<file path="src/core/cawu_pkg.sv">
// Shared constants and state types of the configuration and auto wakeup register bank.
package cawu_pkg;

	localparam int unsigned CLK_HZ = 20000000;

	// Register indices; the byte address on the bus is four times the index.
	localparam logic [7:0] IDX_PORT_A_DATA = 8'h00;
	localparam logic [7:0] IDX_KBD_WAKE_STATUS_CTRL = 8'h10;
	localparam logic [7:0] IDX_KBD_WAKE_ENABLE = 8'h11;
	localparam logic [7:0] IDX_OPTION_REG_B = 8'h1E;
	localparam logic [7:0] IDX_OPTION_REG_A = 8'h1F;

	// Field positions of option_reg_a.
	localparam int unsigned A_PERIOD_SELECT = 7;
	localparam int unsigned A_LOWVOLT_IN_STOP = 6;
	localparam int unsigned A_LOWVOLT_RESET_DISABLE = 5;
	localparam int unsigned A_LOWVOLT_POWER_DISABLE = 4;
	localparam int unsigned A_LOWVOLT_VOLTAGE_MODE = 3;
	localparam int unsigned A_SHORT_STOP_RECOVERY = 2;
	localparam int unsigned A_STOP_ENABLE = 1;
	localparam int unsigned A_WATCHDOG_DISABLE = 0;

	// Field positions of option_reg_b.
	localparam int unsigned B_IRQ_PULLUP_OFF = 7;
	localparam int unsigned B_IRQ_PIN_FUNCTION = 6;
	localparam int unsigned B_OSC_SELECT_HI = 4;
	localparam int unsigned B_OSC_SELECT_LO = 3;
	localparam int unsigned B_RESET_PIN_FUNCTION = 0;

	// Field positions of the shared keyboard and wakeup registers.
	localparam int unsigned P_WAKE_PENDING_LATCH = 6;
	localparam int unsigned S_SHARED_IRQ_FLAG = 3;
	localparam int unsigned S_SHARED_IRQ_ACK = 2;
	localparam int unsigned S_SHARED_IRQ_MASK = 1;
	localparam int unsigned E_WAKE_IRQ_ENABLE = 6;
	localparam int unsigned KBD_PIN_ENABLES = 6;

	// Oscillator source encodings.
	localparam logic [1:0] OSC_INTERNAL = 2'h0;
	localparam logic [1:0] OSC_EXTERNAL = 2'h1;
	localparam logic [1:0] OSC_EXT_RC = 2'h2;
	localparam logic [1:0] OSC_EXT_XTAL = 2'h3;

	// Periods, counted in bus_clock_x4 or wake_rc_osc cycles.
	localparam logic [17:0] WDOG_SHORT_CYCLES = 18'h01FF0;
	localparam logic [17:0] WDOG_LONG_CYCLES = 18'h3FFF0;
	localparam logic [14:0] WAKE_SHORT_CYCLES = 15'h0200;
	localparam logic [14:0] WAKE_LONG_CYCLES = 15'h4000;
	localparam logic [12:0] RECOVERY_SHORT_CYCLES = 13'h0020;
	localparam logic [12:0] RECOVERY_LONG_CYCLES = 13'h1000;

	localparam logic [1:0] HTRANS_NONSEQ = 2'h2;
	localparam logic [31:0] ZERO_WORD = 32'h0000_0000;
	localparam logic [7:0] ZERO_BYTE = 8'h00;

	typedef struct packed {
		logic osc_sync1;
		logic osc_sync2;
		logic osc_prev;
		logic stop_prev;
		logic [14:0] count;
		logic overflow;
	} cawu_timer_t;

	typedef struct packed {
		logic reset_pin_function;
		logic lowvolt_voltage_mode;
	} cawu_por_t;

	typedef struct packed {
		logic wr_pend;
		logic [7:0] wr_idx;
		logic [31:0] hrdata;
		logic [7:0] option_a;
		logic [7:0] option_b;
		logic option_a_done;
		logic option_b_done;
		logic wake_pending_latch;
		logic shared_irq_mask;
		logic wake_irq_enable;
		logic [5:0] kbd_pin_enable;
		logic kbd_ack;
		logic [12:0] recovery_cycles;
	} cawu_state_t;

endpackage

</file>
<file path="src/core/cawu_wake_timer.sv">
// Periodic stop-mode wakeup counter clocked by the sampled wake oscillator pin.
`timescale 1ns/100ps
module cawu_wake_timer (
	input wire logic hclk,
	input wire logic hresetn,
	input wire logic wake_rc_osc,
	input wire logic stop_mode,
	input wire logic wake_irq_enable,
	input wire logic period_select,
	output logic wake_request
);

	cawu_pkg::cawu_timer_t s_r;
	cawu_pkg::cawu_timer_t s_nxt;
	logic [14:0] limit;
	logic osc_edge;

	always_comb
	begin
		s_nxt = s_r;
		s_nxt.osc_sync1 = wake_rc_osc;
		s_nxt.osc_sync2 = s_r.osc_sync1;
		s_nxt.osc_prev = s_r.osc_sync2;
		s_nxt.stop_prev = stop_mode;
		s_nxt.overflow = 1'b0;
		limit = period_select ? cawu_pkg::WAKE_SHORT_CYCLES : cawu_pkg::WAKE_LONG_CYCLES;
		osc_edge = s_r.osc_sync2 & ~s_r.osc_prev;
		// The oscillator is a foreign clock, so only its synchronised rising edge advances the count.
		if (stop_mode && !s_r.stop_prev)
		begin
			s_nxt.count = 15'h0000;
		end
		else if (stop_mode && wake_irq_enable && osc_edge)
		begin
			if (s_r.count == limit - 15'h0001)
			begin
				s_nxt.count = 15'h0000;
				s_nxt.overflow = 1'b1;
			end
			else
			begin
				s_nxt.count = s_r.count + 15'h0001;
			end
		end
	end

	always_ff @(posedge hclk or negedge hresetn)
	begin
		if (!hresetn)
		begin
			s_r <= '0;
		end
		else
		begin
			s_r <= s_nxt;
		end
	end

	assign wake_request = s_r.overflow;

endmodule

</file>
<file path="src/core/cawu_core.sv">
// Write-once option registers and shared keyboard/auto wakeup request logic on an AHB-Lite slave.
`timescale 1ns/100ps
// Contract
// - Wake timer runs in stop when enabled.
// - Wake counter restarts at zero per stop.
// - Unmasked request brings the part out of stop.
// - Port bit reads pending wake latch.
// - Flag shows keyboard or wake pending.
// - Ack write clears requests, reads zero.
// - Mask blocks interrupts; reset clears mask.
// - Wake enable gates latching; reset clears it.
// - Option registers write once, always readable.
// - Two-bit oscillator source selection.
// - IRQ pin function enable bit.
// - Reset pin bit cleared only by power-on.
// - Period select picks watchdog timeout.
// - Period select picks stop wakeup period.
// - Low-voltage stop bit keeps it running.
// - Disable bit suppresses low-voltage resets.
// - Power disable bit turns inhibit off.
// - Voltage mode bit, power-on reset only.
// - Short recovery picks 32 or 4096.
// - Low-voltage reset exit always uses long recovery.
// - Stop disabled makes STOP illegal.
// - Wake pending sits at port bit six.
// - Counter overflow latches a wakeup request.
// - Reset clears latch; enable ignores readback.
module cawu_core (
	input wire logic hclk,
	input wire logic hresetn,
	input wire logic por_n,
	input wire logic hsel,
	input wire logic [31:0] haddr,
	input wire logic [1:0] htrans,
	input wire logic hwrite,
	input wire logic [2:0] hsize,
	input wire logic [31:0] hwdata,
	input wire logic hready,
	output logic hreadyout,
	output logic hresp,
	output logic [31:0] hrdata,
	input wire logic wake_rc_osc,
	input wire logic stop_mode,
	input wire logic kbd_irq_pending,
	input wire logic lvi_reset_exit,
	output logic kbd_ack,
	output logic [5:0] kbd_pin_enable,
	output logic cpu_irq,
	output logic stop_wakeup,
	output logic [1:0] osc_select,
	output logic irq_pullup_off,
	output logic irq_pin_function,
	output logic reset_pin_function,
	output logic [17:0] watchdog_timeout_cycles,
	output logic watchdog_enable,
	output logic stop_instr_enable,
	output logic [12:0] stop_recovery_cycles,
	output logic lowvolt_powered,
	output logic lowvolt_reset_enable,
	output logic lowvolt_voltage_mode
);

	cawu_pkg::cawu_state_t s_r;
	cawu_pkg::cawu_state_t s_nxt;
	cawu_pkg::cawu_por_t p_r;
	cawu_pkg::cawu_por_t p_nxt;
	logic wake_request;
	logic addr_take;
	logic wr_data;
	logic [7:0] wbyte;
	logic shared_irq_flag;

	cawu_wake_timer u_wake_timer (
		.hclk(hclk),
		.hresetn(hresetn),
		.wake_rc_osc(wake_rc_osc),
		.stop_mode(stop_mode),
		.wake_irq_enable(s_r.wake_irq_enable),
		.period_select(s_r.option_a[cawu_pkg::A_PERIOD_SELECT]),
		.wake_request(wake_request)
	);

	// Builds the readback of one register from a state copy and the power-on bits.
	function automatic logic [7:0] read_reg(
		input cawu_pkg::cawu_state_t st,
		input cawu_pkg::cawu_por_t pt,
		input logic kbd_pend,
		input logic [7:0] idx
	);
		logic [7:0] v;
		v = cawu_pkg::ZERO_BYTE;
		case (idx)
			cawu_pkg::IDX_PORT_A_DATA:
			begin
				v[cawu_pkg::P_WAKE_PENDING_LATCH] = st.wake_pending_latch;
			end
			cawu_pkg::IDX_KBD_WAKE_STATUS_CTRL:
			begin
				v[cawu_pkg::S_SHARED_IRQ_FLAG] = kbd_pend | st.wake_pending_latch;
				v[cawu_pkg::S_SHARED_IRQ_ACK] = 1'b0;
				v[cawu_pkg::S_SHARED_IRQ_MASK] = st.shared_irq_mask;
			end
			cawu_pkg::IDX_KBD_WAKE_ENABLE:
			begin
				v[cawu_pkg::E_WAKE_IRQ_ENABLE] = st.wake_irq_enable;
				v[cawu_pkg::KBD_PIN_ENABLES-1:0] = st.kbd_pin_enable;
			end
			cawu_pkg::IDX_OPTION_REG_A:
			begin
				v = st.option_a;
				v[cawu_pkg::A_LOWVOLT_VOLTAGE_MODE] = pt.lowvolt_voltage_mode;
			end
			cawu_pkg::IDX_OPTION_REG_B:
			begin
				v = st.option_b;
				v[cawu_pkg::B_RESET_PIN_FUNCTION] = pt.reset_pin_function;
			end
			default:
			begin
				v = cawu_pkg::ZERO_BYTE;
			end
		endcase
		return v;
	endfunction

	// Word-aligned byte address to register index.
	function automatic logic [7:0] addr_to_idx(input logic [31:0] a);
		return a[9:2];
	endfunction

	always_comb
	begin
		s_nxt = s_r;
		p_nxt = p_r;
		addr_take = hsel && hready && htrans[1];
		wr_data = s_r.wr_pend;
		wbyte = hwdata[7:0];
		s_nxt.kbd_ack = 1'b0;

		// Write data phase of the previous address phase.
		if (wr_data)
		begin
			case (s_r.wr_idx)
				cawu_pkg::IDX_KBD_WAKE_STATUS_CTRL:
				begin
					s_nxt.shared_irq_mask = wbyte[cawu_pkg::S_SHARED_IRQ_MASK];
					if (wbyte[cawu_pkg::S_SHARED_IRQ_ACK])
					begin
						s_nxt.wake_pending_latch = 1'b0;
						s_nxt.kbd_ack = 1'b1;
					end
				end
				cawu_pkg::IDX_KBD_WAKE_ENABLE:
				begin
					s_nxt.wake_irq_enable = wbyte[cawu_pkg::E_WAKE_IRQ_ENABLE];
					s_nxt.kbd_pin_enable = wbyte[cawu_pkg::KBD_PIN_ENABLES-1:0];
				end
				cawu_pkg::IDX_OPTION_REG_A:
				begin
					// A second write after reset is dropped silently; the bus still answers OKAY.
					if (!s_r.option_a_done)
					begin
						s_nxt.option_a = wbyte;
						s_nxt.option_a[cawu_pkg::A_LOWVOLT_VOLTAGE_MODE] = 1'b0;
						s_nxt.option_a_done = 1'b1;
						p_nxt.lowvolt_voltage_mode = wbyte[cawu_pkg::A_LOWVOLT_VOLTAGE_MODE];
					end
				end
				cawu_pkg::IDX_OPTION_REG_B:
				begin
					if (!s_r.option_b_done)
					begin
						s_nxt.option_b = wbyte;
						s_nxt.option_b[cawu_pkg::B_RESET_PIN_FUNCTION] = 1'b0;
						s_nxt.option_b_done = 1'b1;
						p_nxt.reset_pin_function = wbyte[cawu_pkg::B_RESET_PIN_FUNCTION];
					end
				end
				default:
				begin
					s_nxt.wr_pend = 1'b0;
				end
			endcase
		end

		// A timer overflow in the same cycle as an acknowledge wins, so no wakeup is lost.
		if (wake_request && s_r.wake_irq_enable)
		begin
			s_nxt.wake_pending_latch = 1'b1;
		end

		// Recovery length is reloaded every cycle from the option bit and the low-voltage reset exit input.
		if (s_r.option_a[cawu_pkg::A_SHORT_STOP_RECOVERY] && !lvi_reset_exit)
		begin
			s_nxt.recovery_cycles = cawu_pkg::RECOVERY_SHORT_CYCLES;
		end
		else
		begin
			s_nxt.recovery_cycles = cawu_pkg::RECOVERY_LONG_CYCLES;
		end

		// Address phase: note writes and prepare read data from the updated copy.
		s_nxt.wr_pend = addr_take && hwrite;
		s_nxt.wr_idx = addr_to_idx(haddr);
		if (addr_take && !hwrite)
		begin
			s_nxt.hrdata = {24'h000000, read_reg(s_nxt, p_nxt, kbd_irq_pending, addr_to_idx(haddr))};
		end
		else
		begin
			s_nxt.hrdata = cawu_pkg::ZERO_WORD;
		end
	end

	always_ff @(posedge hclk or negedge hresetn)
	begin
		if (!hresetn)
		begin
			s_r <= '0;
			s_r.recovery_cycles <= cawu_pkg::RECOVERY_LONG_CYCLES;
		end
		else
		begin
			s_r <= s_nxt;
		end
	end

	// These two bits survive every reset except power-on.
	always_ff @(posedge hclk or negedge por_n)
	begin
		if (!por_n)
		begin
			p_r <= '0;
		end
		else
		begin
			p_r <= p_nxt;
		end
	end

	assign hreadyout = 1'b1;
	assign hresp = 1'b0;
	assign hrdata = s_r.hrdata;
	assign kbd_ack = s_r.kbd_ack;
	assign kbd_pin_enable = s_r.kbd_pin_enable;

	assign shared_irq_flag = kbd_irq_pending | s_r.wake_pending_latch;
	assign cpu_irq = shared_irq_flag & ~s_r.shared_irq_mask;
	assign stop_wakeup = cpu_irq & stop_mode;

	assign osc_select = {s_r.option_b[cawu_pkg::B_OSC_SELECT_HI], s_r.option_b[cawu_pkg::B_OSC_SELECT_LO]};
	assign irq_pullup_off = s_r.option_b[cawu_pkg::B_IRQ_PULLUP_OFF];
	assign irq_pin_function = s_r.option_b[cawu_pkg::B_IRQ_PIN_FUNCTION];
	assign reset_pin_function = p_r.reset_pin_function;

	assign watchdog_timeout_cycles = s_r.option_a[cawu_pkg::A_PERIOD_SELECT] ?
		cawu_pkg::WDOG_SHORT_CYCLES : cawu_pkg::WDOG_LONG_CYCLES;
	assign watchdog_enable = ~s_r.option_a[cawu_pkg::A_WATCHDOG_DISABLE];
	assign stop_instr_enable = s_r.option_a[cawu_pkg::A_STOP_ENABLE];
	assign stop_recovery_cycles = s_r.recovery_cycles;

	// In stop the inhibit stays up only when the stop bit asks for it and power is not disabled.
	assign lowvolt_powered = ~s_r.option_a[cawu_pkg::A_LOWVOLT_POWER_DISABLE] &
		(~stop_mode | s_r.option_a[cawu_pkg::A_LOWVOLT_IN_STOP]);
	assign lowvolt_reset_enable = lowvolt_powered & ~s_r.option_a[cawu_pkg::A_LOWVOLT_RESET_DISABLE];
	assign lowvolt_voltage_mode = p_r.lowvolt_voltage_mode;

endmodule

</file>
<file path="config.mk">
export PLATFORM = sky130hd
export DESIGN_NAME = cawu_core
export DESIGN_NICKNAME = d
export VERILOG_FILES = /design/src/core/cawu_pkg.sv /design/src/core/cawu_wake_timer.sv /design/src/core/cawu_core.sv
export SDC_FILE = /design/constraint.sdc
export NUM_CORES = 1
export LEC_CHECK = 0
export ABC_AREA = 1
export BUFFER_PORTS_ARGS = -buffer_cell sky130_fd_sc_hd__buf_2
export CAP_MARGIN = 20
export CORE_MARGIN = 2
export CORE_UTILIZATION = 49
export CTS_CLUSTER_DIAMETER = 60
export DETAILED_ROUTE_END_ITERATION = 16
export PLACE_DENSITY = 0.88
export SYNTH_ARGS = -nofsm -noshare
export SYNTH_HDL_FRONTEND = slang
export SYNTH_SLANG_ARGS = --single-unit
</file>
<file path="constraint.sdc">
create_clock -name hclk -period 2.1 [get_ports hclk]
set_clock_uncertainty 0.2 [all_clocks]
set_input_delay 0.315 -clock hclk [delete_from_list [all_inputs] [get_ports hclk]]
set_output_delay 0.315 -clock hclk [all_outputs]
set_load 0.02 [all_outputs]
</file>
Word level (Yosys, flattened, before mapping)
Cells that the tools add are included.

Reductions and logical operators: 16. Bitwise gates (word level): 14. Equal/unequal tests: 9. Mux-type cells: 32. Add/subtract/negate cells: 2.

Operators with widths (count): $eq A8 B5 Y1 const B (8); $mux W15 (3); $mux W8 (5); $mux W28 (1); $mux W18 (1); $mux W16 (1); $add A15 B1 Y15 const B (1); $eq A15 B15 Y1 (1); $sub A15 B1 Y15 const B (1); $mux W13 (1); $mux W1 (12); $pmux W3 S4 (1); $logic_and A1 B1 Y1 (9); $logic_not A8 Y1 (1); $mux W7 (1); $not A1 Y1 (6); $pmux W2 S3 (1); $and A1 B1 Y1 (5); $mux W2 (2); $pmux W1 S4 (1); $reduce_and A2 Y1 (2); $logic_not A1 Y1 (3); $or A1 B1 Y1 (3); $pmux W1 S3 (1); 2 further kinds (2).

Output and inout port bits: 84. Input port bits: 79. Logic and storage cells: 94. Flip-flop bits (word level): 102.

Longest topological paths before layout
Word-level depth: 7. Gate-level depth with buffers: 11. Mapped depth without buffers: 11.

Modules after synthesis
From an unflattened synthesis, not the netlist that was laid out.

Cells, all modules: 496. Area total of the unflattened synthesis: 4096.4 µm².

By module, submodules not included: cawu_core (area each 2890.3 µm², times used 1, seq. area each 1177.4 µm², cells an instance 333); cawu_wake_timer (area each 1206.2 µm², times used 1, seq. area each 500.5 µm², cells an instance 163).

Worst setup path after synthesis
No wires, ideal clock.

Kind: register to register. From: register u_wake_timer.s_r[1] (netlist name). To: register u_wake_timer.s_r[13] (netlist name). Data required time: 1.777 ns. Cell stages (with the launch flop): 11. Path buffers: 0. Arrival: 1.335 ns. Setup time: 0.123 ns. Clock period less this slack: 1.657 ns. Setup slack: 0.443 ns. Path through: dfrtp_1 -> ha_1 -> nand2_1 -> nor2_4 -> nand3b_4 -> nor2_4 -> nand3_2 -> nand2_4 -> inv_2 -> nand2_1 -> o21ai_1.

Longest elaborated chain between the ends: 4. Elaborated cells between the ends (all ways): 5. Those cells by class: add/sub (1); eq/ne (1); mux (3).

RTL lines: from (decl) (line cawu_wake_timer.sv:13) `cawu_pkg::cawu_timer_t s_r;`; from (signal assigned) (line cawu_wake_timer.sv:55) `s_r <= s_nxt;`; $add A15 B1 Y15 or $eq A15 B15 Y1 (tied branches) (line cawu_wake_timer.sv:42, cawu_wake_timer.sv:35); $mux W15 (*) (line cawu_wake_timer.sv:35) `if (s_r.count == limit - 15'h0001)`; $mux W16 (*) (line cawu_wake_timer.sv:33) `else if (stop_mode && wake_irq_enable && osc_edge)`; $mux W15 (*) (line cawu_wake_timer.sv:29) `if (stop_mode && !s_r.stop_prev)`.

Every way passes the cells marked *; elsewhere a longest branch is shown, timed or not. The select of a mux whose other input is x is not followed. A chain may end at the register's enable or synchronous reset.

Worst setup path after layout
From: input port stop_mode. To: output port lowvolt_reset_enable.

Longest elaborated chain between the ends: 4.

RTL lines: from (decl) (line cawu_core.sv:43) `input wire logic stop_mode,`; $not A1 Y1 (line cawu_core.sv:264) `(~stop_mode | s_r.option_a[cawu_pkg::A_LOWVOLT_IN_STOP]);`; $or A1 B1 Y1 (line cawu_core.sv:264); $and A1 B1 Y1 (line cawu_core.sv:263) `assign lowvolt_powered = ~s_r.option_a[cawu_pkg::A_LOWVOLT_POWER_DISABLE] &`; $and A1 B1 Y1 (line cawu_core.sv:265) `assign lowvolt_reset_enable = lowvolt_powered & ~s_r.option_a[cawu_pkg::A_LOWVOLT_RESET_DISABLE];`; to (decl) (line cawu_core.sv:59) `output logic lowvolt_reset_enable,`.

No other way between the ends.

==> impl_metrics.ini <==
[routing]
routed_wl_um = 7410
avgViaCountPerCell = 4.70
ant_nets = 0
drtPass1Iterations = 4
drc = 0
vias = 2901
dr.first_iter.drc_count = 149
wl_per_cell_um = 12.0

[synth]
ys_ff_latch = 67
synth_top_area_share = 0.425
yosys-top-cells-area = dfrtp_1 42%, buf_4 14%, nand2_1 7.4%, inv_1 5.9%, nand3_1 3.3%
synth_cells = 447
async_flop_share = 1.00
syn_area_mm2 = 0.00389
avgSynthCellArea_um2 = 8.70
yosys_warnings = 0
synthFlopType = dfrtp_1
synth-edff-count = 0
synth_cell_types = 40
ys_seq_area_frac = 0.432
synth_area_leader_cell = dfrtp_1

[sta]
rsz0062_at_grt = false
post-route-period-util = 0.983
drv_slew = 0
tns_ns = 0
timing.fmax_ghz = 0.484
setup_viol = 0
fin_ws_ns = 0.0348
worst_hold_slack_ns = 0.0197
final_hold_viol_count = 0
fin_crit_ns = 2.07

[place]
preCtsSetupSlack_ns = 0.241
dpl.hpwl_um = 5670
place_congestion = 0.816
port_buffers = 60

[global_routing]
grtUsageTotal = 0.177
grt_max_degree = 66
grt_pass1_vias = 2726
grt_pass1_wl_um = 11900
antenna_found_initial = 0
globalRoute.totalOverflow = 0

[floorplanning]
die_area_mm2 = 0.00866
rows = 32
die_w_um = 93.1
initial_utilization = 0.506
die_h_um = 93.1
core-area_mm2 = 0.00769
io_pins = 163

[finish]
syn_to_final_growth_pct = 11.0
final_util = 0.562
drive_above_1_share = 0.237
nNetsFinal = 590
antenna_cells = 0

[hold_path]
hold_depth = 3
hold_start = hready
hold-path-endpoint = wr_data$_DFF_PN0_
hold_class = primary input to register

[power_and_ir_drop]
report.power.total_w = 0.00265
power_leakage_nw = 2.39
p_per_area_mw_per_mm2 = 615
peakVddDrop_v = 0.000324

[worst_setup_path]
r2r_cells = 10
critPathKind = primary input to output port
r2r-end = u_wake_timer.s_r[15]$_DFFE_PN0P_
cp_max_fo = 5
cp-end-kind = output port
startpoint_type = primary input
cp.arrival_ns = 1.55
rrSetupSlack_ns = 0.21
r2r_start = u_wake_timer.s_r[1]$_DFFE_PN0P_
required_ns = 1.58

[cts]
htreeDepth = 3
clkLatencyLatePin_ns = 0.34
cts_made_buffers = 9
clockBufferDepth = 2
clk_pin_slew_ns = 0.07
clkSinkCount = 67
clk_root_buffer_cell = clkbuf_8
cts_tree = yes

[flow_run]
drv_cap = 0

[run_status]
status = finished clean
-- cells in the mapped netlist, drive strengths merged, types with 4 or more instances --
cell type  count
and2           7
o21ai         14
nand4          7
o22ai          4
nand2         86
dfrtp         66
nor2          33
xor2           6
inv           67
o21a          14
o211ai        14
nand3         31
nor3           6
buf           75
a21oi          4
-- metal layers --
| layer | track usage | share of wire | vias up |
|---|---|---|---|
| met1 | 0.207 | 0.41 | 1381 |
| li1 | - | - | 1427 |
| met3 | 0.0596 | 0.056 | 6 |
| met2 | 0.308 | 0.52 | 87 |
| met5 | 0 | 0 | - |
| met4 | 0.0576 | 0.012 | 0 |
-- logic make-up after synthesis --
logic type / Yosys count / synth area share
adders and majority gates: 1 / 0.00322
DFF: 67 / 0.432
buffers and inverters: 143 / 0.213
and+or+nand+nor: 174 / 0.241
other: 2 / 0.00193
xor gates and xnor gates: 7 / 0.0158
AOI/OAI and AO/OA: 53 / 0.0930
-- final cells by class --
type                    instances  area [um^2]
clock buffers                  13          159
clock inverters                 3         46.3
fillers                       688         3370
inverters                      68          255
multi-input cells             285         1560
flip-flops and latches         67         1680
well taps                     102          128
repair buffers                 79          490
-- worst max path at each step --
stage | cells past startpoint | slack, ns | to | start
2_1_floorplan | 10 | 0.44 | u_wake_timer.s_r[13]$_DFFE_PN0P_ | u_wake_timer.s_r[1]$_DFFE_PN0P_
3_3_place_gp | 10 | 0.29 | u_wake_timer.s_r[13]$_DFFE_PN0P_ | u_wake_timer.s_r[1]$_DFFE_PN0P_
3_5_place_dp | 10 | 0.24 | u_wake_timer.s_r[15]$_DFFE_PN0P_ | u_wake_timer.s_r[1]$_DFFE_PN0P_
4_1_cts | 5 | 0.04 | lowvolt_reset_enable | stop_mode
5_1_grt | 5 | 0.0002 | lowvolt_reset_enable | stop_mode
6_report | 5 | 0.03 | lowvolt_reset_enable | stop_mode
-- where the power goes --
group | internal [W] | leakage (nW) | switching (W) | total (W)
Combinational | 0.0000656 | 1.40 | 0.000187 | 0.000253
Sequential | 0.00131 | 0.883 | 0.0000115 | 0.00132
Clock | 0.000616 | 0.0998 | 0.000464 | 0.00108
-- state kept, by name (all words and copies together), names as in the netlist --
| name | count |
|---|---|
| hrdata | 8 |
| stop_recovery_cycles | 2 |
| irq_pullup_off | 1 |
| osc_select | 2 |
| kbd_ack | 1 |
| u_wake_timer.s_r | 17 |
| stop_instr_enable | 1 |
| s_r | 22 |
| reset_pin_function | 1 |
| u_wake_timer.wake_request | 1 |
| wr_data | 1 |
| kbd_pin_enable | 6 |
| lowvolt_voltage_mode | 1 |
| u_wake_timer.s_nxt | 2 |
| irq_pin_function | 1 |
-- worst max-delay path, stage by stage --
cell and delay (ns):
dlygate4sd3_1 0.55, buf_2 0.17, a21oi_1 0.20, and2_1 0.15, buf_2 0.16
-- cell usage in the layout, fill, tap and decap left out, drive strengths merged --
master,instances
nand2,86
inv,67
dfrtp,66
buf,65
conb,50
nor2,33
nand3,31
o21a,14
dlygate4sd3,14
o211ai,14
o21ai,14
clkbuf,13
nand4,7
and2,7
xor2,6
nor3,6
a21oi,4
o22ai,4
a31o,2
nand3b,2
clkinv,2
or2,1
nor3b,1
a31oi,1
xnor2,1
ha,1
clkinvlp,1
bufinv,1
dfstp,1
-- per-stage QoR --
step	instances	area, um^2
after global placement	585	3960
after detailed placement	585	3960
after global routing	617	4320
final	617	4320
after CTS	615	4300
after floorplan	495	4070
-- repair_timing --
action / 4_1_cts / 5_1_grt
resized for setup: 0 / 1
hold buffers: 14 / 0
endpoints found under the hold margin: 79 / 0
buffers inserted: 0 / 2
endpoints found under the setup margin: 0 / 6
Note: power is estimated with default switching activity, not from simulation.
